===== src/rtl/wwd_pkg.sv =====
// Constants and types for the window watchdog block
// Notes on behaviour
// - Config byte: irq7, window6:5, run4, period3:1, standby0
// - Interval irq at three quarters of period
// - Run enable starts counting at reset release
// - Restart while window closed forces reset
// - Overflow without valid restart forces reset
// - First restart after reset ignores window
// - Standby control zero means window fully open
// - Standby with control zero stops counter, and osc unless interval timer needs it
// - Standby control one keeps counting in standby
// - Full window accepts restart anywhere before overflow
// - Counting continues during flash self-programming
// - Counter wide enough for 65536 slow cycles
// - Counter clocked only by slow oscillator tick
// - Window fractions 50, 75, 100 percent
// - Only full-byte write of ACH restarts
// - Watchdog reset clears counter, sets reset flag
// - After standby stop, resume counting from zero
package wwd_pkg;
    localparam int          CNT_W          = 17;
    localparam logic [7:0]  RESTART_KEY    = 8'hAC;
    localparam logic [7:0]  CFG_DEFAULT    = 8'h00;
    // Register byte addresses
    localparam logic [7:0]  ADDR_CFG       = 8'hC0;
    localparam logic [7:0]  ADDR_RESTART   = 8'hC4;
    localparam logic [7:0]  ADDR_CAUSE     = 8'hC8;
    localparam logic [7:0]  ADDR_STATUS    = 8'hCC;
    // Config byte fields
    localparam int          BIT_IRQ_EN     = 7;
    localparam int          BIT_WIN_HI     = 6;
    localparam int          BIT_WIN_LO     = 5;
    localparam int          BIT_RUN        = 4;
    localparam int          BIT_PER_HI     = 3;
    localparam int          BIT_PER_LO     = 1;
    localparam int          BIT_STBY       = 0;
    localparam int          BIT_CAUSE_WDT  = 4;
    // Shortest period in slow cycles, doubled per code step
    localparam int          PERIOD_BASE_LOG2 = 9;
    // Window codes
    localparam logic [1:0]  WIN_50         = 2'h1;
    localparam logic [1:0]  WIN_75         = 2'h2;
    localparam logic [1:0]  WIN_100        = 2'h3;
    // Slow oscillator rate
    localparam int          SYS_HZ         = 10000000;
    localparam int          SLOW_HZ        = 15000;
    localparam int          SLOW_DIV       = SYS_HZ / SLOW_HZ;

    typedef enum logic [1:0] {WWD_IDLE, WWD_RUN, WWD_HALTED} wwd_state_t;
endpackage


===== src/rtl/wwd_tick_gen.sv =====
// Slow oscillator tick divider for the watchdog
`timescale 1ns/10ps
`default_nettype none
module wwd_tick_gen
    import wwd_pkg::*;
#(
    parameter int DIV = SLOW_DIV
) (
    input  wire logic clk,
    input  wire logic reset_n,
    input  wire logic osc_on,
    output logic      tick
);
    initial begin
        if (DIV < 2 || DIV > 65536) $error("DIV must be 2 to 65536 for the 16-bit phase");
    end

    logic [15:0] div_r;
    logic [15:0] div_nxt;

    // Oscillator off holds phase at zero so it restarts cleanly
    always_comb begin
        div_nxt = div_r;
        if (!osc_on)
            div_nxt = '0;
        else if (div_r == 16'(DIV - 1))
            div_nxt = '0;
        else
            div_nxt = div_r + 16'h0001;
    end

    always_ff @(posedge clk or negedge reset_n) begin
        if (!reset_n)
            div_r <= '0;
        else
            div_r <= div_nxt;
    end

    assign tick = osc_on && (div_r == 16'(DIV - 1));
endmodule
`default_nettype wire


===== src/rtl/wwd_top.sv =====
// Window watchdog with classic Wishbone register slave
//
// The Wishbone slave port was left to the implementer.
`timescale 1ns/10ps
`default_nettype none
module wwd_top
    import wwd_pkg::*;
#(
    parameter int        DIV     = SLOW_DIV,
    parameter logic [7:0] CFG_BYTE = CFG_DEFAULT
) (
    input  wire logic        clk,
    input  wire logic        reset_n,
    input  wire logic        wb_cyc_i,
    input  wire logic        wb_stb_i,
    input  wire logic        wb_we_i,
    input  wire logic [7:0]  wb_adr_i,
    input  wire logic [3:0]  wb_sel_i,
    input  wire logic [31:0] wb_dat_i,
    output logic [31:0]      wb_dat_o,
    output logic             wb_ack_o,
    input  wire logic [7:0]  cfg_byte_i,
    input  wire logic        standby_req,
    input  wire logic        interval_timer_lsosc_select,
    output logic             interval_irq,
    output logic             wdt_reset_req,
    output logic             low_speed_osc_on
);
    initial begin
        if (DIV < 2) $error("DIV must be at least 2");
    end

    ////////////////////////////////////////////////////////////////////////
    // Configuration capture
    logic [7:0]  cfg_r;
    logic [7:0]  cfg_nxt;
    logic        cfg_loaded_r;
    logic        cfg_loaded_nxt;

    // Caught on the first edge after release, never under reset itself
    always_comb begin
        cfg_nxt        = cfg_r;
        cfg_loaded_nxt = 1'b1;
        if (!cfg_loaded_r)
            cfg_nxt = cfg_byte_i;
    end

    always_ff @(posedge clk or negedge reset_n) begin
        if (!reset_n) begin
            cfg_r        <= CFG_BYTE;
            cfg_loaded_r <= 1'b0;
        end else begin
            cfg_r        <= cfg_nxt;
            cfg_loaded_r <= cfg_loaded_nxt;
        end
    end

    // Field decode
    logic       irq_en;
    logic [1:0] win_sel;
    logic       run_en;
    logic [2:0] per_sel;
    logic       stby_on;
    assign irq_en  = cfg_r[BIT_IRQ_EN];
    assign win_sel = {cfg_r[BIT_WIN_HI], cfg_r[BIT_WIN_LO]};
    assign run_en  = cfg_r[BIT_RUN];
    assign per_sel = cfg_r[BIT_PER_HI:BIT_PER_LO];
    assign stby_on = cfg_r[BIT_STBY];

    // Period length for a select code
    function automatic logic [CNT_W-1:0] period_of(input logic [2:0] code);
        period_of = CNT_W'(1) << (PERIOD_BASE_LOG2 + int'(code));
    endfunction

    logic [CNT_W-1:0] period;
    logic [CNT_W-1:0] three_q;
    logic [CNT_W-1:0] win_open_at;
    assign period  = period_of(per_sel);
    assign three_q = period - (period >> 2);

    // Count from which restarts are allowed
    always_comb begin
        win_open_at = '0;
        if (stby_on) begin
            unique case (win_sel)
                WIN_50:  win_open_at = period >> 1;
                WIN_75:  win_open_at = period >> 2;
                WIN_100: win_open_at = '0;
                default: win_open_at = period >> 1;         // Prohibited code, safe 50%
            endcase
        end
    end

    ////////////////////////////////////////////////////////////////////////
    // Bus slave
    logic       acc;
    logic       ack_r;
    logic       ack_nxt;
    logic [31:0] rdat_r;
    logic [31:0] rdat_nxt;
    logic       wr_restart;
    logic       cause_r;
    logic       cause_nxt;
    logic       first_r;
    logic       first_nxt;
    wwd_state_t state_r;
    wwd_state_t state_nxt;
    logic [CNT_W-1:0] cnt_r;
    logic [CNT_W-1:0] cnt_nxt;

    assign acc        = wb_cyc_i && wb_stb_i && !ack_r;
    assign wr_restart = acc && wb_we_i && (wb_adr_i == ADDR_RESTART);

    // One-cycle registered answer; unmapped reads give zero
    always_comb begin
        ack_nxt  = acc;
        rdat_nxt = rdat_r;
        if (acc && !wb_we_i) begin
            unique case (wb_adr_i)
                ADDR_CFG:    rdat_nxt = {24'h000000, cfg_r};
                ADDR_CAUSE:  rdat_nxt = 32'(cause_r) << BIT_CAUSE_WDT;
                ADDR_STATUS: rdat_nxt = {13'h0000, first_r,
                                         state_r == WWD_HALTED, cnt_r};
                default:     rdat_nxt = 32'h00000000;
            endcase
        end
    end

    always_ff @(posedge clk or negedge reset_n) begin
        if (!reset_n) begin
            ack_r  <= 1'b0;
            rdat_r <= '0;
        end else begin
            ack_r  <= ack_nxt;
            rdat_r <= rdat_nxt;
        end
    end

    assign wb_ack_o = ack_r;
    assign wb_dat_o = rdat_r;

    ////////////////////////////////////////////////////////////////////////
    // Slow tick and oscillator control
    logic osc_on;
    logic tick;

    // Oscillator only stops when nothing else needs it
    assign osc_on = (run_en && !(state_r == WWD_HALTED))
                    || interval_timer_lsosc_select;
    assign low_speed_osc_on = osc_on;

    wwd_tick_gen #(.DIV(DIV)) u_tick (
        .clk     (clk),
        .reset_n (reset_n),
        .osc_on  (osc_on),
        .tick    (tick)
    );

    ////////////////////////////////////////////////////////////////////////
    // Counter, window check and reset generation
    logic bad_write;
    logic early;
    logic good_restart;
    logic overflow;
    logic wdt_fire;
    logic irq_r;
    logic irq_nxt;
    logic fire_r;
    logic fire_nxt;

    // A write with byte lane 0 selected and key value is the only restart;
    // lane 0 unselected or another value counts as a bad write
    assign bad_write    = wr_restart && (wb_sel_i[0] != 1'b1
                          || wb_dat_i[7:0] != RESTART_KEY);
    assign early        = wr_restart && !first_r && (cnt_r < win_open_at);
    assign good_restart = wr_restart && !bad_write && !early;
    assign overflow     = tick && (state_r == WWD_RUN)
                          && (cnt_r == period - CNT_W'(1));
    assign wdt_fire     = (state_r != WWD_IDLE) && (bad_write || early || overflow);

    // Flash programming has no input here: only standby with control zero pauses the count
    always_comb begin
        state_nxt = state_r;
        cnt_nxt   = cnt_r;
        first_nxt = first_r;
        irq_nxt   = 1'b0;
        fire_nxt  = wdt_fire;
        unique case (state_r)
            WWD_IDLE: begin
                if (cfg_loaded_r && run_en)
                    state_nxt = WWD_RUN;
            end
            WWD_RUN: begin
                if (wdt_fire) begin
                    cnt_nxt = '0;
                end else if (good_restart) begin
                    cnt_nxt   = '0;
                    first_nxt = 1'b0;
                end else if (standby_req && !stby_on) begin
                    state_nxt = WWD_HALTED;
                end else if (tick) begin
                    cnt_nxt = cnt_r + CNT_W'(1);
                    if (irq_en && cnt_nxt == three_q)
                        irq_nxt = 1'b1;
                end
            end
            WWD_HALTED: begin
                if (wdt_fire)
                    cnt_nxt = '0;
                else if (!standby_req) begin
                    state_nxt = WWD_RUN;
                    cnt_nxt   = '0;
                end
            end
        endcase
    end

    always_ff @(posedge clk or negedge reset_n) begin
        if (!reset_n) begin
            state_r <= WWD_IDLE;
            cnt_r   <= '0;
            first_r <= 1'b1;
            irq_r   <= 1'b0;
            fire_r  <= 1'b0;
        end else begin
            state_r <= state_nxt;
            cnt_r   <= cnt_nxt;
            first_r <= first_nxt;
            irq_r   <= irq_nxt;
            fire_r  <= fire_nxt;
        end
    end

    assign interval_irq  = irq_r;
    assign wdt_reset_req = fire_r;

    // Cause flag lives on reset_n, so it survives only a watchdog
    // reset routed elsewhere; set wins, cleared by writing one
    always_comb begin
        cause_nxt = cause_r;
        if (acc && wb_we_i && wb_adr_i == ADDR_CAUSE && wb_sel_i[0]
            && wb_dat_i[BIT_CAUSE_WDT])
            cause_nxt = 1'b0;
        if (wdt_fire)
            cause_nxt = 1'b1;
    end

    always_ff @(posedge clk or negedge reset_n) begin
        if (!reset_n)
            cause_r <= 1'b0;
        else
            cause_r <= cause_nxt;
    end

    ////////////////////////////////////////////////////////////////////////
    // Checks
    property p_ovf_reset;
        @(posedge clk) disable iff (!reset_n)
        overflow |=> wdt_reset_req && cnt_r == '0;
    endproperty
    a_ovf_reset: assert property (p_ovf_reset) else $error("overflow no reset");

    property p_bad_key;
        @(posedge clk) disable iff (!reset_n)
        (wr_restart && state_r != WWD_IDLE && wb_dat_i[7:0] != RESTART_KEY)
        |=> wdt_reset_req;
    endproperty
    a_bad_key: assert property (p_bad_key) else $error("bad key not fired");

    property p_early;
        @(posedge clk) disable iff (!reset_n)
        (wr_restart && state_r == WWD_RUN && !first_r && cnt_r < win_open_at)
        |=> wdt_reset_req;
    endproperty
    a_early: assert property (p_early) else $error("early restart not fired");

    property p_first_ok;
        @(posedge clk) disable iff (!reset_n)
        (first_r && wr_restart && state_r == WWD_RUN && !bad_write && !overflow)
        |=> !wdt_reset_req && cnt_r == '0;
    endproperty
    a_first_ok: assert property (p_first_ok) else $error("first restart refused");

    property p_irq;
        @(posedge clk) disable iff (!reset_n)
        interval_irq |-> irq_en && cnt_r == three_q;
    endproperty
    a_irq: assert property (p_irq) else $error("irq at wrong count");

    property p_full_win;
        @(posedge clk) disable iff (!reset_n)
        (!stby_on && wr_restart && state_r == WWD_RUN && !bad_write && !overflow)
        |=> !wdt_reset_req;
    endproperty
    a_full_win: assert property (p_full_win) else $error("window not full");

    property p_halt_hold;
        @(posedge clk) disable iff (!reset_n)
        (state_r == WWD_HALTED && standby_req && !wdt_fire) |=> $stable(cnt_r);
    endproperty
    a_halt_hold: assert property (p_halt_hold) else $error("count moved in halt");

    property p_wake_zero;
        @(posedge clk) disable iff (!reset_n)
        (state_r == WWD_HALTED && !standby_req) |=> state_r == WWD_RUN && cnt_r == '0;
    endproperty
    a_wake_zero: assert property (p_wake_zero) else $error("wake not at zero");

    property p_cause;
        @(posedge clk) disable iff (!reset_n)
        wdt_reset_req |-> cause_r;
    endproperty
    a_cause: assert property (p_cause) else $error("cause flag not set");

    property p_start;
        @(posedge clk) disable iff (!reset_n)
        (state_r == WWD_IDLE && cfg_loaded_r && run_en) |=> state_r == WWD_RUN;
    endproperty
    a_start: assert property (p_start) else $error("no start");
endmodule
`default_nettype wire


===== config.mk =====
export PLATFORM = sky130hd
export DESIGN_NAME = wwd_top
export DESIGN_NICKNAME = d
export VERILOG_FILES = /design/src/rtl/wwd_pkg.sv /design/src/rtl/wwd_tick_gen.sv /design/src/rtl/wwd_top.sv
export SDC_FILE = /design/constraint.sdc
export NUM_CORES = 1
export LEC_CHECK = 0
export BUFFER_PORTS_ARGS = -buffer_cell sky130_fd_sc_hd__buf_2
export CORE_AREA = 2 2 125 127
export CTS_BUF_LIST = sky130_fd_sc_hd__clkbuf_2
export DETAILED_ROUTE_END_ITERATION = 6
export DIE_AREA = 0 0 127 129
export HOLD_SLACK_MARGIN = 0.08
export PLACE_DENSITY_LB_ADDON = 0.25
export SLEW_MARGIN = 5
export SYNTH_ARGS = -nofsm -noshare
export SYNTH_HDL_FRONTEND = slang
export SYNTH_SLANG_ARGS = --single-unit

===== constraint.sdc =====
create_clock -name clk -period 5 [get_ports clk]
set_input_delay 1 -clock clk [delete_from_list [all_inputs] [get_ports clk]]
set_output_delay 1 -clock clk [all_outputs]
set_load 0.005 [all_outputs]

---- After elaboration in Yosys (flattened, before gate mapping) ----
Cells that the tools add are included.
storage, ports and cells
  flip-flop bits (word level) ............. 81
  logic and storage cells ................. 107
cells by class
  add/sub/neg operators ................... 5
  magnitude comparators ................... 1
  equal/unequal tests ..................... 21
  shift operators ......................... 1
  mux-type cells .......................... 27
  bitwise logic cells ..................... 2
  reductions and logical operators ........ 39
operators with widths
  operator                 count
  $mux W17                 6
  $pmux W19 S3             1
  $mux W16                 3
  $eq A17 B17 Y1           2
  $pmux W17 S2             1
  $eq A8 B8 Y1 const B     4
  $pmux W16 S2             1
  $logic_and A1 B1 Y1      21
  $add A17 B1 Y17 const B  1
  $lt A17 B17 Y1           1
  $shl A1 B5 Y17 const A   1
  $sub A17 B1 Y17 const B  1
  $sub A17 B15 Y17         1
  $add A16 B1 Y16 const B  1
  $eq A16 B10 Y1 const B   1
  $mux W2                  6
  $ne A2 B2 Y1 const B     5
  $mux W1                  8
  $ne A4 B4 Y1 const B     2
  $ne A8 B8 Y1 const B     1
  $logic_not A1 Y1         7
  $eq A2 B2 Y1 const B     3
  $pmux W2 S3              1
  $reduce_and A6 Y1        1
  other kinds (10)         16

---- Depth between registers and ports, before layout ----
Gate-level depths: netlist (run 1).
  word-level depth ........................ 11
  gate-level depth with buffers ........... 19

---- Modules after synthesis ----
A second synthesis (run 1) with hierarchy kept.
second synthesis, totals
  cells, all modules ...................... 589
  area, all modules ....................... 5,255.0 µm²
by module, submodules not included
  module        instances  cells each  area each (µm²)  seq. area each (µm²)
  wwd_top       1          506         4,433.0          1,302.5
  wwd_tick_gen  1          83          822.0            400.4

---- Worst setup path before layout (run 1) ----
Ideal clock, no wire load.
  path kind ............................... register -> register
  from .................................... register cfg_r[1]
  to ...................................... register cnt_r[2]
  library setup time ...................... 0.132 ns
  arrival ................................. 3.942 ns
  path slack .............................. 0.926 ns
  cell stages (with the launch flop) ...... 20
  path buffers ............................ 3
  cell sequence ........................... dfrtp_1 buf_6 nand2_1 inv_1 ha_1 buf_6 inv_1 nand2_1 nor3_1 a22oi_1 ha_1 a211oi_1 nor2_1 a2111oi_2 a21oi_1 nor4_1 o31ai_4 buf_2 o21ai_0 o21ai_0
between the ends
  cells in the longest elaborated chain, start to end .. 11
  elaborated cells between the ends (all ways) .. 22
  those cells by class .................... 2 x add/sub; 1 x order compare; 4 x eq/ne; 1 x shift; 6 x mux; 8 x reduce/logical
ends and longest elaborated chain
  item                                                         RTL line                        source
  from (decl)                                                  wwd_top.sv:35                   logic [7:0] cfg_r;
  from (signal assigned)                                       wwd_top.sv:53                   cfg_r <= cfg_nxt;
  $add A4 B3 Y5 (*)                                            wwd_top.sv:72                   period_of = CNT_W'(1) << (PERIOD_BASE_LOG2 + int'(code));
  $shl A1 B5 Y17 (*)                                           wwd_top.sv:72
  $pmux W16 S2                                                 wwd_top.sv:85                   unique case (win_sel)
  $mux W16                                                     wwd_top.sv:84                   if (stby_on) begin
  $lt A17 B17 Y1                                               wwd_top.sv:175                  assign early = wr_restart && !first_r && (cnt_r < win_open_at);
  $logic_and A1 B1 Y1                                          wwd_top.sv:175
  $logic_or A1 B1 Y1 or $logic_not A1 Y1 (tied branches)       wwd_top.sv:179, wwd_top.sv:176
  $logic_or A1 B1 Y1 or $logic_and A1 B1 Y1 (tied branches)    wwd_top.sv:179, wwd_top.sv:176
  $logic_and A1 B1 Y1 or $mux W17 (tied branches)              wwd_top.sv:179, wwd_top.sv:196
  $ne A4 B4 Y1 (no line) (tied with other cells)               --
  $reduce_and A4 Y1 (no line) or $pmux W17 S2 (tied branches)  --
  to (signal assigned)                                         wwd_top.sv:227                  cnt_r <= cnt_nxt;
  to (decl)                                                    wwd_top.sv:108                  logic [CNT_W-1:0] cnt_r;
Mark *: on every way between the ends. The rest lies on a longest branch, timed or not.
A chain may end at the register's enable or synchronous reset.

---- Worst setup path after layout (run 1) ----
  from .................................... register cfg_r[1]
  to ...................................... register irq_r, in the netlist interval_irq
between the ends
  cells in the longest elaborated chain, start to end .. 11
  elaborated cells between the ends (all ways) .. 23
  those cells by class .................... 3 x add/sub; 1 x order compare; 2 x eq/ne; 1 x shift; 8 x mux; 8 x reduce/logical
ends and longest elaborated chain
  item                                                   RTL line                        source
  $add A4 B3 Y5 (*)                                      wwd_top.sv:72
  $shl A1 B5 Y17 (*)                                     wwd_top.sv:72
  $sub A17 B15 Y17 or $pmux W16 S2 (tied branches)       wwd_top.sv:79, wwd_top.sv:85
  $eq A17 B17 Y1 or $mux W16 (tied branches)             wwd_top.sv:203, wwd_top.sv:84
  $logic_and A1 B1 Y1 or $lt A17 B17 Y1 (tied branches)  wwd_top.sv:203, wwd_top.sv:175
  $mux W1 or $logic_and A1 B1 Y1 (tied branches)         wwd_top.sv:203, wwd_top.sv:175
  $mux W1 (tied with other cells)                        wwd_top.sv:201                  end else if (tick) begin
  $mux W1 (tied with other cells)                        wwd_top.sv:199                  end else if (standby_req && !stby_on) begin
  $mux W1 or $logic_and A1 B1 Y1 (tied branches)         wwd_top.sv:196, wwd_top.sv:179
  $mux W1 (*)                                            wwd_top.sv:194                  if (wdt_fire) begin
  $mux W1 (*)                                            wwd_top.sv:188                  unique case (state_r)
  net irq_nxt                                            wwd_top.sv:167                  logic irq_nxt;
  to (signal assigned)                                   wwd_top.sv:229                  irq_r <= irq_nxt;
  to (decl)                                              wwd_top.sv:166                  logic irq_r;
The timed path passes the listed nets; every way through them passes the cells marked *.

==> results of run 1 <==
-- final cells by class --
class                   count  area, sq um  share of cell area
multi-input cells         452         3210               0.568
diodes                      1         2.50            0.000443
clock inverters             4         17.5             0.00310
flip-flops and latches     68         1700               0.302
clock buffers              11         55.1             0.00975
repair buffers             63          338              0.0598
well taps                 188          235              0.0417
inverters                  23         86.3              0.0153
-- layer usage --
layer  up-vias  track usage  routed length, um  share of wire
met1      2163        0.242               6600           0.47
li1       2102            -                  -              -
met3        20       0.0324                687          0.049
met2       109        0.280               6500           0.46
met5         -            0                  0              0
met4         0       0.0756                283          0.020
-- flip-flops by register name, indices dropped and copies added, names as in the netlist --
name	count
wdt_reset_req	1
wb_dat_o	19
cnt_r	17
cfg_r	8
first_r	1
interval_irq	1
cause_r	1
state_r	2
cfg_loaded_r	1
wb_ack_o	1
u_tick.div_r	16
-- power breakdown --
part	switching, mW	total, mW	internal (mW)
Sequential	0.0666	0.661	0.594
Combinational	0.377	0.626	0.248
Clock	0.199	0.261	0.0622
Total	0.642	1.55	0.905
-- Yosys cell counts, types with 10 or more instances --
cell / count / area (sq um)
a21oi_1: 16 / 80.1
a22o_1: 19 / 166
a22oi_1: 17 / 128
buf_4: 14 / 105
clkbuf_1: 14 / 52.6
dfrtp_1: 67 / 1680
ha_1: 37 / 463
inv_1: 23 / 86.3
mux2_2: 10 / 113
nand2_1: 47 / 176
nand3_1: 24 / 120
nor2_1: 39 / 146
nor3_1: 14 / 70.1
o21ai_0: 30 / 150
xnor2_1: 30 / 263
xor2_1: 17 / 149
-- worst max-delay path, cell delays in order, from the launching register on --
cell       delay, ns
dfrtp_1         0.43
nand2_1         0.20
inv_1           0.07
ha_1            0.52
nand2_1         0.24
nor3_1          0.45
a22oi_1         0.13
ha_1            0.32
a211oi_1        0.32
nor2_1          0.11
a2111oi_2       0.42
a21oi_1         0.15
o21ba_2         0.35
or3_1           0.39
nor4_2          0.32
-- worst max-delay path by stage --
stage                   from            to  cells after the start
finish              cfg_r[1]  interval_irq                     14
detailed placement  cfg_r[1]  interval_irq                     14
global route        cfg_r[1]  interval_irq                     14
floorplan           cfg_r[1]      cnt_r[2]                     19
CTS                 cfg_r[1]  interval_irq                     14
global placement    cfg_r[1]  interval_irq                     14
-- cells by family after synthesis --
group,Yosys count,share of synthesized area
AOI/OAI and AO/OA,129,0.183
buffers and inverters,64,0.0632
xor gates and xnor gates,48,0.0854
DFF,68,0.331
muxes,14,0.0297
adders and majority gates,37,0.0900
other,2,0.00146
and+or+nand+nor,197,0.216
-- metrics by stage --
stage	power, mW	setup slack [ns]	instances
after floorplan	1.12	0.926	584
after global placement	1.27	0.712	794
after detailed placement	1.29	0.594	794
after CTS	1.56	0.534	809
after global routing	1.67	0.154	810
final	1.55	0.461	810
==> results.json, run 1 <==
{
  "status": "finished, final reports clean",
  "fin_crit_sh": 0.908,
  "firstDrtPassIters": 5,
  "peakVddDrop_mv": 0.134,
  "placed_area_sq_um": 5570,
  "path_clk_slew_ns": 0.18,
  "syn-cell-area_sq_um": 5140,
  "numCtsBuffers": 9,
  "die_x_um": 127,
  "globalplace.congestion": 0.937,
  "routed_wirelength_um": 14100,
  "worst_slew_pin_slew_ns": 0.892,
  "grt_usage": 0.178,
  "setup_viol_count_final": 0,
  "via_per_inst": 5.42,
  "synth_edf_count": 0,
  "cap_violations": 0,
  "grt_pass1_wl_um": 22700,
  "drive_above_1_share": 0.184,
  "dieHeight_um": 129,
  "drtIter0Drc": 312,
  "hold_viol_final": 0,
  "area_growth_pct": 9.78,
  "antenna_found_initial": 1,
  "hold_start": "wb_dat_o[3]",
  "synth_seq_cells": 68,
  "grt_overflow": 0,
  "async_flop_share": 1.00,
  "critical_path_peak_fanout": 11,
  "hold_end": "wb_dat_o[3]",
  "drc": 0,
  "start_util": 0.343,
  "tns_ns": 0,
  "worst_clock_skew_ns": 0.0380,
  "rrSetupSlack_ns": 0.46,
  "ys_seq_area_frac": 0.331,
  "hold_buffers": 0,
  "final_cell_mix": "67 x dfrtp_1, 54 x buf_2, 47 x nand2_1",
  "cts.repair.resized": 0,
  "worstSkewPairLatency_ns": 0.55,
  "cts.sinks": 68,
  "synth_cell_types": 74,
  "start_kind": "flop",
  "cts_max_level": 3,
  "fmax_mhz": 220,
  "slew_viol_final": 0,
  "post-route-min-period_ns": 4.54,
  "cts_root_buf": "clkbuf_2",
  "std_cell_rows": 45,
  "num-fill-cells": 1523,
  "dp_hpwl_um": 10700,
  "finalHoldWorstSlack_ns": 0.514,
  "hold_depth": 2,
  "critPathKind": "flop to flop",
  "nets": 713,
  "die_area_sq_um": 16400,
  "fin_area_sq_um": 5650,
  "post-route-util": 0.377,
  "r2r_end": "interval_irq",
  "ff2ff_path_depth": 14,
  "synth-main-ff-cell": "dfrtp_1",
  "design.portCount": 95,
  "antenna_left": 0,
  "vias": 4394,
  "layout_commonest_cell": "dfrtp_1",
  "power.density_nw_per_um2": 274,
  "syn_avg_cell_area_sq_um": 9.20,
  "coreArea_sq_um": 15000,
  "cts_setup_buffers": 0,
  "cts_tree": "yes",
  "cp.arrival_ns": 4.96,
  "wl_per_cell_um": 17.4,
  "required_ns": 5.43,
  "place.port_buffers": 54,
  "leakage_nw": 2.50,
  "rsz0062_at_grt": "no",
  "synth_cells": 559,
  "cp-end-kind": "flop",
  "grt_pass1_vias": 4176,
  "cts_buffer_depth": 2,
  "grt_max_degree": 40,
  "timing.rr.start": "cfg_r[1]",
  "ys_warn_count": 0,
  "hold_class": "flop to flop",
  "maxSlewHeadroom": 0.405
}
Power figures use the tool's default switching activity.
==> run 2, diff against run 1 <==
Settings changed: CTS_BUF_LIST sky130_fd_sc_hd__clkbuf_2 to sky130_fd_sc_hd__clkbuf_8.
==> run 2 against run 1 <==
Compared with the run above:
- via count is 0.86% higher
- critical path depth stayed put
- combinational power hardly changed
- first-iteration DRC count is 6.7% lower
- power is 9.7% higher
- setup slack better by 0.053 ns
- fmax is 1.2% higher
- wire length hardly changed
- sequential share of layout area is 0.49 points lower
- sequential power hardly changed
- die area stayed put
- critical endpoint unchanged
==> results.json, run 2 (synthesis gave the netlist of run 1 again) <==
{
  "dp_cells": 794,
  "worst_slew_pin_slew_ns": 0.888,
  "hold_class": "flop to flop",
  "multiInputGateArea_sq_um": 3210,
  "dieHeight_um": 129,
  "hold_depth": 2,
  "coreArea_sq_um": 15000,
  "status": "finished, final reports clean",
  "critical_path_peak_fanout": 11,
  "drive_above_1_share": 0.184,
  "cts_max_level": 3,
  "ff2ff_path_depth": 14,
  "drc": 0,
  "die_area_sq_um": 16400,
  "placed_area_sq_um": 5570,
  "slew_viol_final": 0,
  "vias": 4432,
  "die_x_um": 127,
  "setup_viol_count_final": 0,
  "start_util": 0.343,
  "grt_usage": 0.178,
  "path_clk_slew_ns": 0.07,
  "maxSlewHeadroom": 0.408,
  "antenna_found_initial": 0,
  "fmax_mhz": 223,
  "required_ns": 5.24,
  "leakage_nw": 2.54,
  "post-route-min-period_ns": 4.49,
  "diodes": 0,
  "hold_buffers": 0,
  "cp.arrival_ns": 4.73,
  "drtIter0Drc": 291,
  "start_kind": "flop",
  "timing.rr.start": "cfg_r[1]",
  "wl_per_cell_um": 17.4,
  "place_ws_ns": 0.594,
  "place.port_buffers": 54,
  "nets": 713,
  "globalplace.congestion": 0.937,
  "worstSkewPairLatency_ns": 0.37,
  "cts_buffer_depth": 2,
  "power.density_nw_per_um2": 296,
  "setup_ws_ns": 0.514,
  "grt_max_degree": 40,
  "finalHoldWorstSlack_ns": 0.493,
  "cp-end-kind": "flop",
  "numCtsBuffers": 9,
  "regArea_sq_um": 1700,
  "antenna_left": 0,
  "std_cell_rows": 45,
  "cts_root_buf": "clkbuf_8",
  "fin_crit_sh": 0.897,
  "rrSetupSlack_ns": 0.51,
  "r2r_end": "interval_irq",
  "instances_no_fill": 809,
  "grt_overflow": 0,
  "peakVddDrop_mv": 0.144,
  "via_per_inst": 5.48,
  "cts.sinks": 68,
  "layout_commonest_cell": "dfrtp_1",
  "grt_pass1_wl_um": 22700,
  "rsz0062_at_grt": "no",
  "cts.repair.resized": 0,
  "cap_violations": 0,
  "hold_start": "wb_dat_o[3]",
  "fin_area_sq_um": 5740,
  "design.portCount": 95,
  "final_cell_mix": "67 x dfrtp_1, 54 x buf_2, 47 x nand2_1",
  "dp_hpwl_um": 10700,
  "routed_wirelength_um": 14100,
  "worst_clock_skew_ns": 0.0121,
  "largest_reg_flops": 19,
  "num-fill-cells": 1510,
  "hold_viol_final": 0,
  "hold_end": "wb_dat_o[3]",
  "area_growth_pct": 11.6,
  "cts_setup_buffers": 0,
  "tns_ns": 0,
  "critPathKind": "flop to flop",
  "firstDrtPassIters": 5,
  "grt_pass1_vias": 4191,
  "cts_tree": "yes"
}
## run 2: changes by cell type in the layout (fill, tap and decap cells not counted), sizes merged
cell    previous run  this run
inv               23        25
diode              1         0
clkinv             4         2
## run 2: area by class of cell
cell class	count	area share
Tap cell	188	0.0410
Clock inverter	4	0.00305
Multi-Input combinational cell	452	0.559
Inverter	23	0.0150
Clock buffer	11	0.0264
Sequential cell	68	0.297
Timing Repair Buffer	63	0.0588
## run 2: report_power, final
| part | switching (mW) | internal, mW | total, mW | leakage, nW |
|---|---|---|---|---|
| registers | 0.0661 | 0.594 | 0.661 | 0.909 |
| clock network | 0.212 | 0.199 | 0.411 | 0.0976 |
| logic | 0.377 | 0.248 | 0.626 | 1.54 |
| total | 0.655 | 1.04 | 1.70 | 2.54 |
## run 2: per-stage QoR
stage | utilization | total power, mW
finish | 0.383 | 1.70
global route | 0.383 | 1.81
CTS | 0.383 | 1.71
detailed placement | 0.372 | 1.29
global placement | 0.372 | 1.27
floorplan | - | 1.12
## run 2: worst max-delay path by stage
stage	from	to
6_report	cfg_r[1]	interval_irq
5_1_grt	cfg_r[1]	interval_irq
4_1_cts	cfg_r[1]	interval_irq
3_5_place_dp	cfg_r[1]	interval_irq
3_3_place_gp	cfg_r[1]	interval_irq
2_1_floorplan	cfg_r[1]	cnt_r[2]
## run 2: layer usage
| metal | GRT usage | part of all wire | vias to the layer above |
|---|---|---|---|
| li1 | - | - | 2099 |
| met1 | 0.241 | 0.47 | 2169 |
| met2 | 0.281 | 0.45 | 139 |
| met3 | 0.0312 | 0.054 | 25 |
| met4 | 0.0756 | 0.025 | 0 |
| met5 | 0 | 0 | - |
## run 2: worst max-delay path, stage by stage (launching register included)
cell and delay [ns]:
dfrtp_1 0.39, nand2_1 0.20, inv_1 0.07, ha_1 0.52, nand2_1 0.24, nor3_1 0.44, a22oi_1 0.13, ha_1 0.32
a211oi_1 0.31, nor2_1 0.11, a2111oi_2 0.42, a21oi_1 0.15, o21ba_2 0.35, or3_1 0.40, nor4_2 0.32
